==> src/vct_pkg.sv <==
// vct_pkg: constants for the crt controller horizontal timing front end
// assumes a byte-wide legacy port bus and a character clock enable from the pixel path
package vct_pkg;
   // port addresses
   localparam logic [11:0] VCT_IO_INDEX_MONO   = 12'h3b4;
   localparam logic [11:0] VCT_IO_INDEX_COLOUR = 12'h3d4;
   localparam logic [11:0] VCT_IO_DATA_MONO    = 12'h3b5;
   localparam logic [11:0] VCT_IO_DATA_COLOUR  = 12'h3d5;
   localparam logic [11:0] VCT_MM_INDEX_MONO   = 12'h3b4;
   localparam logic [11:0] VCT_MM_INDEX_COLOUR = 12'h3d3;
   localparam logic [11:0] VCT_MM_DATA_MONO    = 12'h3b5;
   localparam logic [11:0] VCT_MM_DATA_COLOUR  = 12'h3d5;
   // register indices
   localparam logic [6:0] VCT_IDX_HTOTAL      = 7'h00;
   localparam logic [6:0] VCT_IDX_HDISP_END   = 7'h01;
   localparam logic [6:0] VCT_IDX_HBLANK_ST   = 7'h02;
   localparam logic [6:0] VCT_IDX_HBLANK_END  = 7'h03;
   localparam logic [6:0] VCT_IDX_HSYNC_ST    = 7'h04;
   localparam logic [6:0] VCT_IDX_HSYNC_END   = 7'h05;
   localparam logic [6:0] VCT_IDX_VTOTAL      = 7'h06;
   localparam logic [6:0] VCT_IDX_VOVERFLOW   = 7'h07;
   localparam logic [6:0] VCT_IDX_PROTECT     = 7'h11;
   localparam logic [6:0] VCT_IDX_PROT_LAST   = 7'h07;
   // field positions
   localparam int VCT_PROTECT_BIT   = 7;
   localparam int VCT_SKEW_LSB      = 5;
   localparam int VCT_BLANK_END_MSB = 7;
   localparam int VCT_VT_BIT8       = 0;
   localparam int VCT_VT_BIT9       = 5;
   localparam int VCT_RESERVED_BIT  = 7;
   // reset values
   localparam logic [7:0] VCT_RST_HTOTAL   = 8'h00;
   localparam logic [7:0] VCT_RST_HSYNC_END = 8'h00;
   localparam logic [7:0] VCT_RST_VTOTAL   = 8'h00;
   localparam logic [7:0] VCT_RST_OTHER    = 8'h00;
   localparam logic [6:0] VCT_RST_INDEX    = 7'h00;
   // timing offsets in character clocks
   localparam logic [8:0] VCT_HTOTAL_ADD   = 9'h005;
   // register file depth
   localparam int VCT_NREGS = 32;
   typedef enum logic [1:0] {VCT_IDLE, VCT_ACTIVE, VCT_STOPPED} vct_state_t;
endpackage : vct_pkg

==> src/vct_crtc.sv <==
// vct_crtc: crt controller index/data ports and horizontal timing generator
// assumes host bus strobes synchronous to clk, char_tick marks each character clock
//
// Contract
// timing registers set display timing, or image size when centered mode is used
// io index at 3b4h/3d4h, data at 3b5h/3d5h by miscellaneous_output bit 0
// memory index at 3b4h/3d3h, data at 3b5h/3d5h by emulation mode
// index bits 6:0 select register; index bit 7 reads zero
// protection_control bit 7 blocks writes to registers 0 to 7
// horizontal total is line length minus 5; zero stops display fetch
// display enable rises at line start, falls at display end or total
// oversized display end keeps enable on for all but last character
// software puts blank start no earlier than end of active
// blank end register bit 7 ignores writes, reads one
// skew field delays display enable start and end by 0 to 3 characters
// six bit blank end from blank end bits 4:0 and sync end bit 7
// software sets blank end as low six bits of start plus length
// sync start from active start, shifted further by sync delay field
// sync delay field delays sync start and end by 0 to 3 characters
// retrace drops when counter low five bits equal sync end field
// ten bit vertical total from total register and overflow bits 0 and 5
// software programs vertical total as scan lines minus 2
// character counter starts at zero, wraps after total plus 5 counts
`timescale 1ns/10ps
module vct_crtc
   import vct_pkg::*;
   (input  wire logic        clk,
    input  wire logic        reset,
    input  wire logic        ce,
    input  wire logic        char_tick,
    input  wire logic        colour_emulation,
    input  wire logic        centered_mode,
    input  wire logic        vertical_active,
    input  wire logic        text_mode,
    input  wire logic        io_sel,
    input  wire logic        bus_wr,
    input  wire logic        bus_rd,
    input  wire logic [11:0] bus_addr,
    input  wire logic [7:0]  bus_wdata,
    output logic      [7:0]  bus_rdata,
    output logic             bus_rvalid,
    output logic             display_enable,
    output logic             horizontal_blank,
    output logic             horizontal_retrace,
    output logic             fetch_enable,
    output logic      [9:0]  vertical_total,
    output logic             image_size_mode,
    output logic      [8:0]  char_count);

   logic [6:0] timing_index_select;
   logic       hit_index;
   logic       hit_data;
   logic       protected_now;
   logic       data_write;
   logic       data_write_ok;
   logic [7:0] store_data;
   logic [7:0] reg_rdata;
   logic       rd_index_d;
   logic       rd_data_d;
   logic [6:0] rd_index_q;
   logic [7:0] horizontal_total;
   logic [7:0] horizontal_display_end;
   logic [7:0] horizontal_blank_start;
   logic [7:0] horizontal_blank_end_skew;
   logic [7:0] horizontal_sync_start;
   logic [7:0] horizontal_sync_end_delay;
   logic [7:0] vertical_total_low;
   logic [7:0] vertical_overflow;
   logic [7:0] protection_control;
   logic [8:0] line_last;
   logic [5:0] blank_end_value;
   logic [1:0] skew;
   logic [1:0] sync_delay;
   logic [1:0] sync_shift;
   logic [3:0] de_pipe;
   logic [3:0] hs_pipe;
   logic       de_raw;
   logic       hb_raw;
   logic       hs_raw;
   logic       next_de_raw;
   logic       next_hb_raw;
   logic       next_hs_raw;
   logic [8:0] next_count;
   vct_state_t state;

   // port decode: io and memory windows per emulation mode
   always_comb
   begin
      hit_index = 1'b0;
      hit_data  = 1'b0;
      if (io_sel)
      begin
         hit_index = bus_addr == (colour_emulation ? VCT_IO_INDEX_COLOUR
                                                   : VCT_IO_INDEX_MONO);
         hit_data  = bus_addr == (colour_emulation ? VCT_IO_DATA_COLOUR
                                                   : VCT_IO_DATA_MONO);
      end
      else
      begin
         hit_index = bus_addr == (colour_emulation ? VCT_MM_INDEX_COLOUR
                                                   : VCT_MM_INDEX_MONO);
         hit_data  = bus_addr == (colour_emulation ? VCT_MM_DATA_COLOUR
                                                   : VCT_MM_DATA_MONO);
      end
   end

   // group 0 write protection on indices 0 through 7
   assign protected_now = protection_control[VCT_PROTECT_BIT]
                          && (timing_index_select <= VCT_IDX_PROT_LAST);
   assign data_write    = bus_wr && hit_data;
   assign data_write_ok = data_write && !protected_now;

   // index register, seven bits kept
   always_ff @(posedge clk or posedge reset)
   begin
      if (reset)
         timing_index_select <= VCT_RST_INDEX;
      else if (ce && bus_wr && hit_index)
         timing_index_select <= bus_wdata[6:0];
   end

   // reserved bit of blank end register is never stored
   always_comb
   begin
      store_data = bus_wdata;
      if (timing_index_select == VCT_IDX_HBLANK_END)
         store_data[VCT_RESERVED_BIT] = 1'b0;
   end

   // general store for readback of indices 0 to 31
   vct_regfile #(.DEPTH(VCT_NREGS), .AW(5)) u_store
      (.clk   (clk),
       .reset (reset),
       .ce    (ce),
       .we    (data_write_ok && (timing_index_select < 7'(VCT_NREGS))),
       .waddr (timing_index_select[4:0]),
       .wdata (store_data),
       .raddr (timing_index_select[4:0]),
       .rdata (reg_rdata));

   // timing register copies that steer the generator
   always_ff @(posedge clk or posedge reset)
   begin
      if (reset)
      begin
         horizontal_total          <= VCT_RST_HTOTAL;
         horizontal_display_end    <= VCT_RST_OTHER;
         horizontal_blank_start    <= VCT_RST_OTHER;
         horizontal_blank_end_skew <= VCT_RST_OTHER;
         horizontal_sync_start     <= VCT_RST_OTHER;
         horizontal_sync_end_delay <= VCT_RST_HSYNC_END;
         vertical_total_low        <= VCT_RST_VTOTAL;
         vertical_overflow         <= VCT_RST_OTHER;
         protection_control        <= VCT_RST_OTHER;
      end
      else if (ce && data_write_ok)
      begin
         case (timing_index_select)
            VCT_IDX_HTOTAL:     horizontal_total          <= bus_wdata;
            VCT_IDX_HDISP_END:  horizontal_display_end    <= bus_wdata;
            VCT_IDX_HBLANK_ST:  horizontal_blank_start    <= bus_wdata;
            VCT_IDX_HBLANK_END: horizontal_blank_end_skew <= store_data;
            VCT_IDX_HSYNC_ST:   horizontal_sync_start     <= bus_wdata;
            VCT_IDX_HSYNC_END:  horizontal_sync_end_delay <= bus_wdata;
            VCT_IDX_VTOTAL:     vertical_total_low        <= bus_wdata;
            VCT_IDX_VOVERFLOW:  vertical_overflow         <= bus_wdata;
            VCT_IDX_PROTECT:    protection_control        <= bus_wdata;
            default:            protection_control        <= protection_control;
         endcase
      end
   end

   // read path: two cycles after the strobe the data appears with rvalid
   always_ff @(posedge clk or posedge reset)
   begin
      if (reset)
      begin
         rd_index_d <= 1'b0;
         rd_data_d  <= 1'b0;
         rd_index_q <= 7'h00;
      end
      else if (ce)
      begin
         rd_index_d <= bus_rd && hit_index;
         rd_data_d  <= bus_rd && hit_data;
         rd_index_q <= timing_index_select;
      end
   end

   always_ff @(posedge clk or posedge reset)
   begin
      if (reset)
      begin
         bus_rdata  <= 8'h00;
         bus_rvalid <= 1'b0;
      end
      else if (ce)
      begin
         bus_rvalid <= rd_index_d || rd_data_d;
         if (rd_index_d)
            bus_rdata <= {1'b0, rd_index_q};
         else if (rd_data_d && rd_index_q == VCT_IDX_HBLANK_END)
            bus_rdata <= reg_rdata | 8'h80;
         else if (rd_data_d && rd_index_q < 7'(VCT_NREGS))
            bus_rdata <= reg_rdata;
         else
            bus_rdata <= 8'h00;
      end
   end

   // derived timing values
   assign line_last       = {1'b0, horizontal_total} + VCT_HTOTAL_ADD - 9'h001;
   assign blank_end_value = {horizontal_sync_end_delay[VCT_BLANK_END_MSB],
                             horizontal_blank_end_skew[4:0]};
   assign skew            = horizontal_blank_end_skew[VCT_SKEW_LSB +: 2];
   assign sync_delay      = horizontal_sync_end_delay[VCT_SKEW_LSB +: 2];
   // graphics modes take one extra character of sync delay, saturating
   assign sync_shift      = (!text_mode && sync_delay != 2'h3) ? sync_delay + 2'h1
                                                               : sync_delay;

   // line state: stopped while horizontal total is zero
   always_ff @(posedge clk or posedge reset)
   begin
      if (reset)
         state <= VCT_IDLE;
      else if (ce)
      begin
         case (state)
            VCT_IDLE:    state <= (horizontal_total != 8'h00) ? VCT_ACTIVE : VCT_STOPPED;
            VCT_ACTIVE:  state <= (horizontal_total == 8'h00) ? VCT_STOPPED : VCT_ACTIVE;
            VCT_STOPPED: state <= (horizontal_total != 8'h00) ? VCT_ACTIVE : VCT_STOPPED;
            default:     state <= VCT_IDLE;
         endcase
      end
   end

   // character counter
   assign next_count = (char_count >= line_last) ? 9'h000 : char_count + 9'h001;

   always_ff @(posedge clk or posedge reset)
   begin
      if (reset)
         char_count <= 9'h000;
      else if (ce && char_tick)
         char_count <= next_count;
   end

   // raw enable, blank and sync decided from the next count
   always_comb
   begin
      next_de_raw = de_raw;
      next_hb_raw = hb_raw;
      next_hs_raw = hs_raw;
      if (next_count == 9'h000)
         next_de_raw = vertical_active;
      // display end beyond the line leaves the last character dark
      if (next_count == {1'b0, horizontal_display_end} + 9'h001
          || next_count == line_last)
         next_de_raw = 1'b0;
      if (next_count[7:0] == horizontal_blank_start)
         next_hb_raw = 1'b1;
      else if (hb_raw && next_count[5:0] == blank_end_value)
         next_hb_raw = 1'b0;
      if (next_count[7:0] == horizontal_sync_start)
         next_hs_raw = 1'b1;
      else if (hs_raw && next_count[4:0] == horizontal_sync_end_delay[4:0])
         next_hs_raw = 1'b0;
   end

   always_ff @(posedge clk or posedge reset)
   begin
      if (reset)
      begin
         de_raw <= 1'b0;
         hb_raw <= 1'b0;
         hs_raw <= 1'b0;
      end
      else if (ce && char_tick)
      begin
         de_raw <= next_de_raw;
         hb_raw <= next_hb_raw;
         hs_raw <= next_hs_raw;
      end
   end

   // character delay lines for skew and sync delay
   always_ff @(posedge clk or posedge reset)
   begin
      if (reset)
      begin
         de_pipe <= 4'h0;
         hs_pipe <= 4'h0;
      end
      else if (ce && char_tick)
      begin
         de_pipe <= {de_pipe[2:0], next_de_raw};
         hs_pipe <= {hs_pipe[2:0], next_hs_raw};
      end
   end

   // registered outputs
   always_ff @(posedge clk or posedge reset)
   begin
      if (reset)
      begin
         display_enable     <= 1'b0;
         horizontal_blank   <= 1'b0;
         horizontal_retrace <= 1'b0;
         fetch_enable       <= 1'b0;
         vertical_total     <= 10'h000;
         image_size_mode    <= 1'b0;
      end
      else if (ce)
      begin
         display_enable     <= de_pipe[skew] && state == VCT_ACTIVE;
         horizontal_blank   <= hb_raw && state == VCT_ACTIVE;
         horizontal_retrace <= hs_pipe[sync_shift] && state == VCT_ACTIVE;
         fetch_enable       <= state == VCT_ACTIVE;
         vertical_total     <= {vertical_overflow[VCT_VT_BIT9],
                                vertical_overflow[VCT_VT_BIT8],
                                vertical_total_low};
         image_size_mode    <= centered_mode;
      end
   end
endmodule : vct_crtc

==> src/vct_regfile.sv <==
// vct_regfile: small register store for the timing registers
// assumes one write or read per cycle; read data is registered
`timescale 1ns/10ps
module vct_regfile
   #(parameter int DEPTH = 32,
     parameter int AW    = 5)
   (input  wire logic          clk,
    input  wire logic          reset,
    input  wire logic          ce,
    input  wire logic          we,
    input  wire logic [AW-1:0] waddr,
    input  wire logic [7:0]    wdata,
    input  wire logic [AW-1:0] raddr,
    output logic      [7:0]    rdata);

   logic [7:0] mem [DEPTH];

   // storage, cleared at reset
   always_ff @(posedge clk or posedge reset)
   begin
      if (reset)
      begin
         for (int i = 0; i < DEPTH; i++)
            mem[i] <= 8'h00;
      end
      else if (ce && we)
         mem[waddr] <= wdata;
   end

   // registered read port
   always_ff @(posedge clk or posedge reset)
   begin
      if (reset)
         rdata <= 8'h00;
      else if (ce)
         rdata <= mem[raddr];
   end
endmodule : vct_regfile
==> config.mk <==
export PLATFORM = sky130hd
export DESIGN_NAME = vct_crtc
export DESIGN_NICKNAME = d
export VERILOG_FILES = /design/src/vct_pkg.sv /design/src/vct_crtc.sv /design/src/vct_regfile.sv
export SDC_FILE = /design/constraint.sdc
export NUM_CORES = 1
export LEC_CHECK = 0
export BUFFER_PORTS_ARGS = -buffer_cell sky130_fd_sc_hd__buf_4
export CAP_MARGIN = 20
export CORE_MARGIN = 10
export CORE_UTILIZATION = 35
export CTS_CLUSTER_DIAMETER = 150
export DETAILED_ROUTE_END_ITERATION = 16
export PLACE_DENSITY = 0.61
export SYNTH_ARGS = -nofsm -noshare
export SYNTH_HDL_FRONTEND = slang
export SYNTH_SLANG_ARGS = --single-unit
==> constraint.sdc <==
create_clock -name clk -period 11.9 [get_ports clk]
set_input_delay 0.595 -clock clk [delete_from_list [all_inputs] [get_ports clk]]
set_output_delay 0.595 -clock clk [all_outputs]
set_load 0.02 [all_outputs]
==> results of run 1 <==
## report_power, final
group	internal [W]	leakage (nW)	switching (W)
clock network	0.000727	0.618	0.000499
registers	0.00133	5.28	0.0000355
logic	0.000160	3.54	0.000261
## cell usage in the layout (no fill, tap or decap), drive strengths merged, types with 3 or more instances in the layout
cell	instances
mux2i	12
nor4	6
or3	7
clkbuf	61
nand2	97
nand4b	4
nand2b	5
mux2	305
o21ai	49
a211oi	3
and2	7
dfrtp	382
o22ai	4
mux4	82
nor2b	8
ha	14
a21oi	23
nand4	7
a22oi	8
and3	3
a21o	4
buf	72
xor2	16
a2111oi	4
a32o	4
inv	18
xnor2	29
nand3b	4
nand3	46
nor2	42
nor3	11
## worst max path at each step
stage | from | end | slack [ns] | depth (start not counted)
after global placement | horizontal_total[2]$_DFFE_PP0P_ | hs_pipe[0]$_DFFE_PP0P_ | 7.65 | 13
after floorplan | reset | bus_rdata[0]$_DFFE_PP0P_ | 0.69 | 1
final | horizontal_total[2]$_DFFE_PP0P_ | hs_pipe[0]$_DFFE_PP0P_ | 7.71 | 14
after CTS | horizontal_total[2]$_DFFE_PP0P_ | hs_pipe[0]$_DFFE_PP0P_ | 7.55 | 13
after detailed placement | horizontal_total[2]$_DFFE_PP0P_ | hs_pipe[0]$_DFFE_PP0P_ | 7.56 | 13
after global routing | horizontal_total[2]$_DFFE_PP0P_ | hs_pipe[0]$_DFFE_PP0P_ | 7.47 | 14
## logic make-up after synthesis
| group | share of synthesized area |
|---|---|
| DFF | 0.531 |
| AOI/OAI and AO/OA | 0.0437 |
| adders and majority gates | 0.00973 |
| xor gates and xnor gates | 0.0219 |
| buffers and inverters | 0.0237 |
| muxes | 0.300 |
| and+or+nand+nor | 0.0698 |
## flip-flops by register name, indices dropped and copies added, names as in the netlist, 2 cells and up
name	flops
u_store.mem	256
vertical_total	10
char_count	9
bus_rdata	8
horizontal_blank_start	8
horizontal_display_end	8
horizontal_sync_end_delay	8
horizontal_sync_start	8
horizontal_total	8
u_store.rdata	8
vertical_total_low	8
horizontal_blank_end_skew	7
rd_index_q	7
timing_index_select	7
de_pipe	4
hs_pipe	4
state	2
vertical_overflow	2
## synthesized netlist by cell type, drive strengths merged, types with 3 or more instances
| cell type | number |
|---|---|
| and2 | 7 |
| or3 | 7 |
| nand4 | 7 |
| mux2 | 305 |
| a21oi | 23 |
| nand2b | 5 |
| a22oi | 8 |
| clkbuf | 77 |
| nand3b | 4 |
| nand2 | 97 |
| nor2 | 42 |
| o22ai | 4 |
| xor2 | 16 |
| inv | 18 |
| buf | 16 |
| dfrtp | 382 |
| a211oi | 3 |
| xnor2 | 29 |
| o21ai | 49 |
| and3 | 3 |
| a2111oi | 4 |
| a32o | 4 |
| mux2i | 12 |
| nand3 | 46 |
| nor2b | 8 |
| nor4 | 6 |
| a21o | 4 |
| nor3 | 11 |
| nand4b | 4 |
| mux4 | 82 |
| ha | 14 |
## layer usage
metal / part of all wire / GRT usage / up-vias
met5: 0 / 0 / -
met4: 0.023 / 0.0379 / 0
met3: 0.048 / 0.0263 / 70
met2: 0.48 / 0.233 / 234
met1: 0.45 / 0.192 / 5742
li1: - / - / 4904
## worst register-to-register path: stages, from the launching register on
cell	delay, ns
dfrtp_1	0.47
ha_1	0.25
nand3_1	0.10
xnor2_1	0.27
inv_1	0.12
ha_1	0.31
a21oi_1	0.16
o21ai_0	0.10
a41oi_1	0.45
buf_4	0.27
and2_1	0.47
nand2_1	0.30
xnor2_1	0.20
a2111o_1	0.38
a32o_1	0.21
## per-stage QoR
stage,total power (W),hold slack (ns),worst slack [ns]
after floorplan,0.00167,0.434,0.691
after global placement,0.00179,0.450,7.65
after detailed placement,0.00180,0.463,7.56
after CTS,0.00303,0.247,7.55
after global routing,0.00313,0.253,7.47
final,0.00301,0.183,7.71
## final cells by class
class	instances	area [um2]
fillers	4802	30800
flip-flops and latches	382	9570
multi-input cells	837	8010
clock buffers	60	1190
well taps	680	851
repair buffers	73	546
clock inverters	5	77.6
inverters	18	75.1
==> impl_metrics.py, run 1 <==
metrics = {
    "outcome": {
        "status": "finished, final reports clean",
    },
    "clock_tree": {
        "cts_max_level": 2,
        "tritoncts.num_buffers": 40,
        "clock_sinks": 382,
        "cts_hold_buf": 0,
        "cts_buffer_depth": 3,
        "post_cts_buffers": 0,
        "clock_latency_ns": 0.54,
        "cts_resized": 0,
        "clkSlewWorstSetupHoldPaths_ns": 0.06,
        "root_buffer": "clkbuf_16",
        "cts_tree": "yes",
    },
    "floorplanning": {
        "io_pins": 64,
        "std_cell_rows": 83,
        "core_mm2": 0.0511,
        "fp.dieW_um": 247,
        "die_y_um": 247,
        "dieArea_mm2": 0.0609,
        "initial_core_util": 0.352,
    },
    "detailed_routing": {
        "drc": 0,
        "drt-total-wl_um": 42900,
        "first_iter_violations": 705,
        "ant_nets": 0,
        "drt-wirelength-per-cell_um": 20.9,
        "num_vias": 11000,
        "firstDrtPassIters": 5,
        "routed_via_density": 5.33,
    },
    "yosys": {
        "synth_area_per_cell_um2": 13.5,
        "synth_seq_cells": 382,
        "synth_nets": 1375,
        "yosysWarnings": 0,
        "synth.distinct_cells": 61,
        "synth_top_area_share": 0.531,
        "ys.flop_type": "dfrtp_1",
        "synth_async_sr_flop_share": 1.00,
        "synthCells": 1330,
        "synth_area_leaders": "dfrtp_1, mux2_2, mux4_2",
        "yosysTopAreaCell": "dfrtp_1",
        "synth-edff-count": 0,
        "netlist_area_mm2": 0.0180,
        "ys_seq_area_frac": 0.531,
    },
    "final_layout": {
        "antennaDiodeCount": 0,
        "nNetsFinal": 1397,
        "drive_above_1_share": 0.385,
        "syn2layout_area_growth_pct": 12.9,
        "stdcell_area_mm2": 0.0203,
        "instances_no_fill": 2055,
        "final_core_util": 0.398,
    },
    "placed_design": {
        "numPortBuffers": 63,
        "placed_area_mm2": 0.0190,
        "gp_congestion": 0.896,
        "dp_hpwl_um": 27700,
        "place_inst": 1988,
    },
    "global_route": {
        "grt_pass1_vias": 11600,
        "grt_pass1_wl_um": 68400,
        "grt_util_all_layers": 0.143,
        "overflow": 0,
        "antenna_found_initial": 0,
        "grt_max_degree": 110,
    },
    "run": {
        "max_cap_violations": 0,
    },
    "power_and_ir_drop": {
        "p_leak_nw": 9.44,
        "peakVddDrop_v": 0.0000965,
        "cellPowerDensity_mw_per_mm2": 148,
    },
    "setup_path": {
        "max_stage_delay_ns": 0.47,
        "crit_type": "reg2reg",
        "cp.arrival_ns": 4.60,
        "crit_slowest_cell": "dfrtp_1",
        "worstRegToRegCells": 14,
        "crit_path_end_kind": "flip-flop",
        "r2r-end": "hs_pipe[0]$_DFFE_PP0P_",
        "worstPathRequired_ns": 12.31,
        "critPathMaxFanout": 12,
        "cp-start-kind": "flip-flop",
        "cp_top_family": "compound AO/OA/AOI/OAI gates",
        "r2r_slack_ns": 7.71,
        "crit_chain": "ha_1 > nand3_1 > xnor2_1 > inv_1 > ha_1 > a21oi_1 > o21ai_0 > a41oi_1 > buf_4 > and2_1 > nand2_1 > xnor2_1 > a2111o_1 > a32o_1",
        "rr_startpoint": "horizontal_total[2]$_DFFE_PP0P_",
        "critPathBufInv": 2,
    },
    "timing": {
        "tns_ns": 0,
        "grt_setup_unrepaired": "false",
        "relSlewSlack": 0.296,
        "drv_slew": 0,
        "period_needed_ns": 4.19,
        "setup_viol_count_final": 0,
        "fin_crit_sh": 0.352,
        "worst_pin_slew_ns": 1.05,
        "fin_skew_ns": 0.0137,
        "max_freq_ghz": 0.239,
        "final_hold_viol_count": 0,
    },
    "min_path": {
        "worstHoldPathType": "in2async",
    },
}
No activity file was read; power rests on OpenSTA's default activity.
==> inputs of run 2 (changes only) <==
- clock period: 11.9 -> 3.6 ns (I/O delays scaled with it)
==> impl_metrics.py, run 2 (synthesis results as in run 1) <==
metrics = {
    "final_layout": {
        "reg_top3": "u_store.mem (256), vertical_total (10), char_count (9)",
        "drive_above_1_share": 0.407,
        "antennaDiodeCount": 0,
        "regMostFlops": "u_store.mem",
        "final_common_cell": "dfrtp_1",
        "syn2layout_area_growth_pct": 15.8,
        "mostFrequentLayoutCells": "dfrtp_1, mux2_2, buf_4, nand2_1, mux4_2",
        "nNetsFinal": 1444,
        "largest_reg_flops": 256,
    },
    "clock_tree": {
        "root_buffer": "clkbuf_16",
        "cts_max_level": 2,
        "clkSlewWorstSetupHoldPaths_ns": 0.06,
        "cts_tree": "yes",
        "clock_sinks": 382,
        "tritoncts.num_buffers": 41,
        "clock_latency_ns": 0.55,
        "cts_buffer_depth": 3,
    },
    "min_path": {
        "worstHoldPathType": "in2reg",
    },
    "timing": {
        "fin_skew_ns": 0.0135,
        "setup_viol_count_final": 0,
        "holdWs_ns": 0.0839,
        "tns_ns": 0,
        "relSlewSlack": 0.423,
        "worst_pin_slew_ns": 0.866,
        "period_needed_ns": 3.37,
        "final_hold_viol_count": 0,
        "grt_setup_unrepaired": "false",
        "drv_slew": 0,
        "max_freq_ghz": 0.297,
        "fin_crit_sh": 0.936,
    },
    "setup_path": {
        "rr_startpoint": "horizontal_total[3]$_DFFE_PP0P_",
        "critPathBufInv": 2,
        "worstSetupPathDepth": 14,
        "crit_type": "reg2reg",
        "r2r-end": "de_pipe[0]$_DFFE_PP0P_",
        "cp.arrival_ns": 3.81,
        "worstPathRequired_ns": 4.04,
        "r2r_slack_ns": 0.23,
        "crit_slowest_cell": "a2111oi_0",
        "cp_top_family": "compound AO/OA/AOI/OAI gates",
        "crit_path_end_kind": "flip-flop",
        "cp-startpoint": "horizontal_total[3]$_DFFE_PP0P_",
        "crit_end": "de_pipe[0]$_DFFE_PP0P_",
        "crit_chain": "ha_2 > nand3_1 > xnor2_2 > inv_1 > ha_1 > a21oi_1 > o21ai_0 > a41oi_2 > and2_1 > buf_4 > a211o_1 > a2111oi_0 > a221oi_1 > a21o_1",
        "worstRegToRegCells": 14,
        "critPathMaxFanout": 5,
        "cp-start-kind": "flip-flop",
        "max_stage_delay_ns": 0.46,
    },
    "global_route": {
        "antenna_found_initial": 0,
        "grt_pass1_vias": 11700,
        "grt_pass1_wl_um": 69300,
        "grt_max_degree": 88,
        "overflow": 0,
        "grt_util_all_layers": 0.145,
    },
    "detailed_routing": {
        "first_iter_violations": 680,
        "routed_via_density": 5.31,
        "ant_nets": 0,
        "drc": 0,
        "drt-total-wl_um": 43800,
        "drt-wirelength-per-cell_um": 20.8,
        "firstDrtPassIters": 5,
        "num_vias": 11200,
    },
    "placed_design": {
        "numPortBuffers": 63,
        "gp_congestion": 0.849,
        "dp_hpwl_um": 28600,
    },
    "floorplanning": {
        "dieArea_mm2": 0.0609,
        "fp.dieW_um": 247,
        "std_cell_rows": 83,
        "core_mm2": 0.0511,
        "initial_core_util": 0.352,
        "io_pins": 64,
        "die_y_um": 247,
    },
    "power_and_ir_drop": {
        "cellPowerDensity_mw_per_mm2": 492,
        "power_w": 0.0102,
        "peakVddDrop_v": 0.000312,
        "p_leak_nw": 9.73,
    },
    "run": {
        "max_cap_violations": 0,
    },
    "outcome": {
        "status": "finished, final reports clean",
    },
}
[run 2: changes by cell type in the layout (fill, tap and decap cells not counted), moves of 2 or more]
cell           before  now
buf_4              72  108
nand3_1            46   44
clkinv_2            2    4
clkbuf_1           10   15
dlygate4sd3_1       0    4
buf_12              0    5
inv_6               0    2
nand3_2             0    2
[run 2: worst min-delay path by stage]
stage | to | slack [ns] | cells after the start | start
after floorplan | image_size_mode$_DFFE_PP0P_ | 0.33 | 1 | centered_mode
after global placement | u_store.mem[44]$_DFFE_PP0P_ | 0.35 | 2 | reset
after detailed placement | u_store.mem[44]$_DFFE_PP0P_ | 0.35 | 2 | reset
after CTS | rd_index_d$_DFFE_PP0P_ | 0.02 | 4 | bus_addr[0]
after global routing | rd_index_d$_DFFE_PP0P_ | 0.07 | 4 | bus_addr[0]
final | rd_index_d$_DFFE_PP0P_ | 0.08 | 4 | bus_addr[0]
[run 2: timing repair]
action | 4_1_cts | 5_1_grt
endpoints found under the setup margin | 0 | 3
hold buffers | 4 | 0
hold endpoints to repair | 24 | 0
setup buffers | 0 | 3
gates resized for setup | 0 | 9
[run 2: cell type report]
type                       instances  area [um2]
fill                            4788       30300
tap                              680         851
sequential                       382        9570
multi-input combinational        837        8050
timing repair buffer             119         967
clock buffer                      64        1190
clock inverter                    10         136
inverter                          18        71.3
[run 2: stage by stage]
stage / std cells / area [um2] / setup WS (ns) / util
3_5_place_dp: 2027 / 19400 / 0.112 / 0.379
4_1_cts: 2105 / 20800 / 0.0738 / 0.406
3_3_place_gp: 2027 / 19400 / 0.211 / 0.379
6_report: 2110 / 20800 / 0.230 / 0.408
5_1_grt: 2110 / 20800 / 0.0146 / 0.408
2_1_floorplan: 1330 / 18000 / -1.71 / -
[run 2: power breakdown]
part | switching [W] | internal (W)
Sequential | 0.0000993 | 0.00438
Combinational | 0.000913 | 0.000645
Clock | 0.00171 | 0.00249
Total | 0.00273 | 0.00752
[run 2: worst reg2reg max path, stage by stage (launching register included)]
cell       delay, ns
dfrtp_1         0.37
ha_2            0.21
nand3_1         0.13
xnor2_2         0.26
inv_1           0.10
ha_1            0.31
a21oi_1         0.08
o21ai_0         0.21
a41oi_2         0.10
and2_1          0.25
buf_4           0.17
a211o_1         0.25
a2111oi_0       0.46
a221oi_1        0.17
a21o_1          0.18
[run 2: per-layer routing]
| layer | vias up | track usage | wire length [um] |
|---|---|---|---|
| met5 | - | 0 | 0 |
| met4 | 0 | 0.0442 | 1010 |
| met3 | 59 | 0.0284 | 1950 |
| met2 | 223 | 0.235 | 21100 |
| met1 | 5909 | 0.193 | 19800 |
| li1 | 5016 | - | - |
==> inputs of run 3 (changes only) <==
- ABC_AREA: unset -> 1
==> impl_metrics.py, run 3 <==
metrics = {
    "yosys": {
        "synth_area_per_cell_um2": 8.57,
        "synth_area_leaders": "dfrtp_1, nand2_1, o21ai_0",
        "netlist_area_mm2": 0.0173,
        "synth_async_sr_flop_share": 1.00,
        "synth_top_area_share": 0.551,
        "synth-edff-count": 0,
        "yosysTopAreaCell": "dfrtp_1",
        "yosysWarnings": 0,
        "post-synth-top-count-cell": "nand2_1",
        "ys_seq_area_frac": 0.551,
        "synth_seq_cells": 382,
        "synth_nets": 2068,
        "synth_commonest_cells": "nand2_1, dfrtp_1, o21ai_0",
        "synth.distinct_cells": 42,
        "synthCells": 2023,
        "ys.flop_type": "dfrtp_1",
    },
    "outcome": {
        "status": "finished, final reports clean",
    },
    "final_layout": {
        "fillers": 4847,
        "drive_above_1_share": 0.104,
        "seqCellArea_mm2": 0.00956,
        "largest_reg_flops": 256,
        "final_common_cell": "nand2_1",
        "nNetsFinal": 2101,
        "multi_input_area_mm2": 0.00688,
        "syn2layout_area_growth_pct": 15.3,
        "regMostFlops": "u_store.mem",
        "reg_top3": "u_store.mem (256), vertical_total (10), char_count (9)",
        "antennaDiodeCount": 0,
        "instances_no_fill": 2751,
        "mostFrequentLayoutCells": "nand2_1, dfrtp_1, o21ai_0, inv_1, buf_4",
    },
    "timing": {
        "fin_skew_ns": 0.0330,
        "max_freq_ghz": 0.315,
        "drv_slew": 0,
        "worst_pin_slew_ns": 0.907,
        "final_hold_viol_count": 0,
        "fin_crit_sh": 0.883,
        "grt_setup_unrepaired": "false",
        "period_needed_ns": 3.18,
        "relSlewSlack": 0.391,
        "setup_viol_count_final": 0,
    },
    "setup_path": {
        "crit_chain": "ha_1 > nand2_1 > inv_1 > nand2_1 > xor2_1 > inv_1 > ha_1 > nand2_1 > nor2_1 > inv_1 > nor2_1 > nor2_1 > nand3_1 > or2_2 > and3_1 > nand4_1 > nand2_1",
        "max_stage_delay_ns": 0.44,
        "r2r_slack_ns": 0.42,
        "cp_top_family": "simple AND/OR/NAND/NOR gates",
        "crit_slowest_cell": "dfrtp_1",
        "critPathMaxFanout": 7,
        "crit_path_end_kind": "flip-flop",
        "crit_type": "reg2reg",
        "cp-start-kind": "flip-flop",
        "critPathBufInv": 3,
        "cpMostUsedCell": "nand2_1",
        "worstPathRequired_ns": 4.06,
        "cp.arrival_ns": 3.64,
    },
    "floorplanning": {
        "io_pins": 64,
        "std_cell_rows": 81,
        "core_mm2": 0.0490,
        "initial_core_util": 0.354,
        "dieArea_mm2": 0.0588,
        "fp.dieW_um": 243,
        "die_y_um": 243,
    },
    "min_path": {
        "worstHoldPathType": "in2reg",
    },
    "detailed_routing": {
        "drc": 0,
        "routed_via_density": 5.19,
        "ant_nets": 0,
        "drt-wirelength-per-cell_um": 18.4,
        "drt-total-wl_um": 50600,
        "first_iter_violations": 1419,
        "num_vias": 14300,
        "firstDrtPassIters": 5,
    },
    "power_and_ir_drop": {
        "cellPowerDensity_mw_per_mm2": 497,
        "power_w": 0.00994,
        "peakVddDrop_v": 0.000306,
        "p_leak_nw": 9.27,
    },
    "clock_tree": {
        "clock_sinks": 382,
        "cts_buffer_depth": 3,
        "cts_max_level": 2,
        "clkSlewWorstSetupHoldPaths_ns": 0.06,
        "tritoncts.num_buffers": 42,
        "cts_tree": "yes",
        "root_buffer": "clkbuf_16",
        "post_cts_buffers": 0,
        "clock_latency_ns": 0.58,
    },
    "global_route": {
        "grt_max_degree": 116,
        "grt_pass1_vias": 13700,
        "overflow": 0,
        "grt_util_all_layers": 0.170,
        "antenna_found_initial": 0,
        "grt_pass1_wl_um": 81000,
    },
    "placed_design": {
        "place_inst": 2664,
        "gp_congestion": 0.854,
        "numPortBuffers": 63,
        "dp_hpwl_um": 32300,
    },
    "run": {
        "max_cap_violations": 0,
    },
}
==> run 3: final cells by class <==
cell class / instances / area share
Inverter: 110 / 0.0210
Clock inverter: 17 / 0.00757
Tap cell: 664 / 0.0415
Sequential cell: 382 / 0.478
Clock buffer: 58 / 0.0601
Multi-Input combinational cell: 1403 / 0.344
Timing Repair Buffer: 117 / 0.0479
==> run 3: final timing paths <==
check / to / cells past startpoint / from
worst max-delay path: hs_pipe[0]$_DFFE_PP0P_ / 17 / horizontal_total[2]$_DFFE_PP0P_
worst min-delay path: rd_index_d$_DFFE_PP0P_ / 5 / bus_addr[2]
worst max register to register: hs_pipe[0]$_DFFE_PP0P_ / 17 / horizontal_total[2]$_DFFE_PP0P_
worst min register to register: vertical_total[3]$_DFFE_PP0P_ / 2 / vertical_total_low[3]$_DFFE_PP0P_
max in group asynchronous: u_store.mem[177]$_DFFE_PP0P_ / 4 / reset
min in group asynchronous: vertical_total[2]$_DFFE_PP0P_ / 3 / reset
==> run 3: cells by family after synthesis <==
family	share of synthesized area
buffers and inverters	0.0535
AOI/OAI and AO/OA	0.170
xor gates and xnor gates	0.0146
DFF	0.551
and+or+nand+nor	0.200
muxes	0.000577
adders and majority gates	0.0101
==> run 3: repair_timing <==
action                                  in CTS  in global routing
endpoints found under the setup margin       0                  3
gates resized for setup                      0                  3
hold endpoints to repair                    41                  0
hold buffers                                12                  0
==> run 3: through the flow <==
stage	utilization	setup WS [ns]	setup TNS [ns]	hold WS, ns	area, um2
floorplan	-	-1.71	-654.75	0.297	17300
global placement	0.378	0.438	0	0.310	18500
detailed placement	0.378	0.317	0	0.322	18500
CTS	0.408	0.305	0	0.0243	20000
global route	0.409	0.00499	0	0.0980	20000
finish	0.409	0.422	0	0.0470	20000
==> run 3: where the power goes <==
part	switching, W	total, W	internal, W
registers	0.0000997	0.00448	0.00438
logic	0.000810	0.00121	0.000401
clock network	0.00183	0.00425	0.00242
total	0.00274	0.00994	0.00720
==> run 3: per-layer routing <==
| metal | GRT usage | part of all wire | up-vias |
|---|---|---|---|
| met5 | 0 | 0 | - |
| met4 | 0.0380 | 0.017 | 0 |
| met3 | 0.0273 | 0.054 | 57 |
| met1 | 0.242 | 0.47 | 7006 |
| met2 | 0.267 | 0.46 | 391 |
| li1 | - | - | 6832 |
==> run 3: worst min-delay path: cells and delay by family <==
family / cells / cell delay (ns)
AND/OR/NAND/NOR: 3 / 0.21
buffers and inverters: 1 / 0.11
AO/OA/AOI/OAI: 1 / 0.07
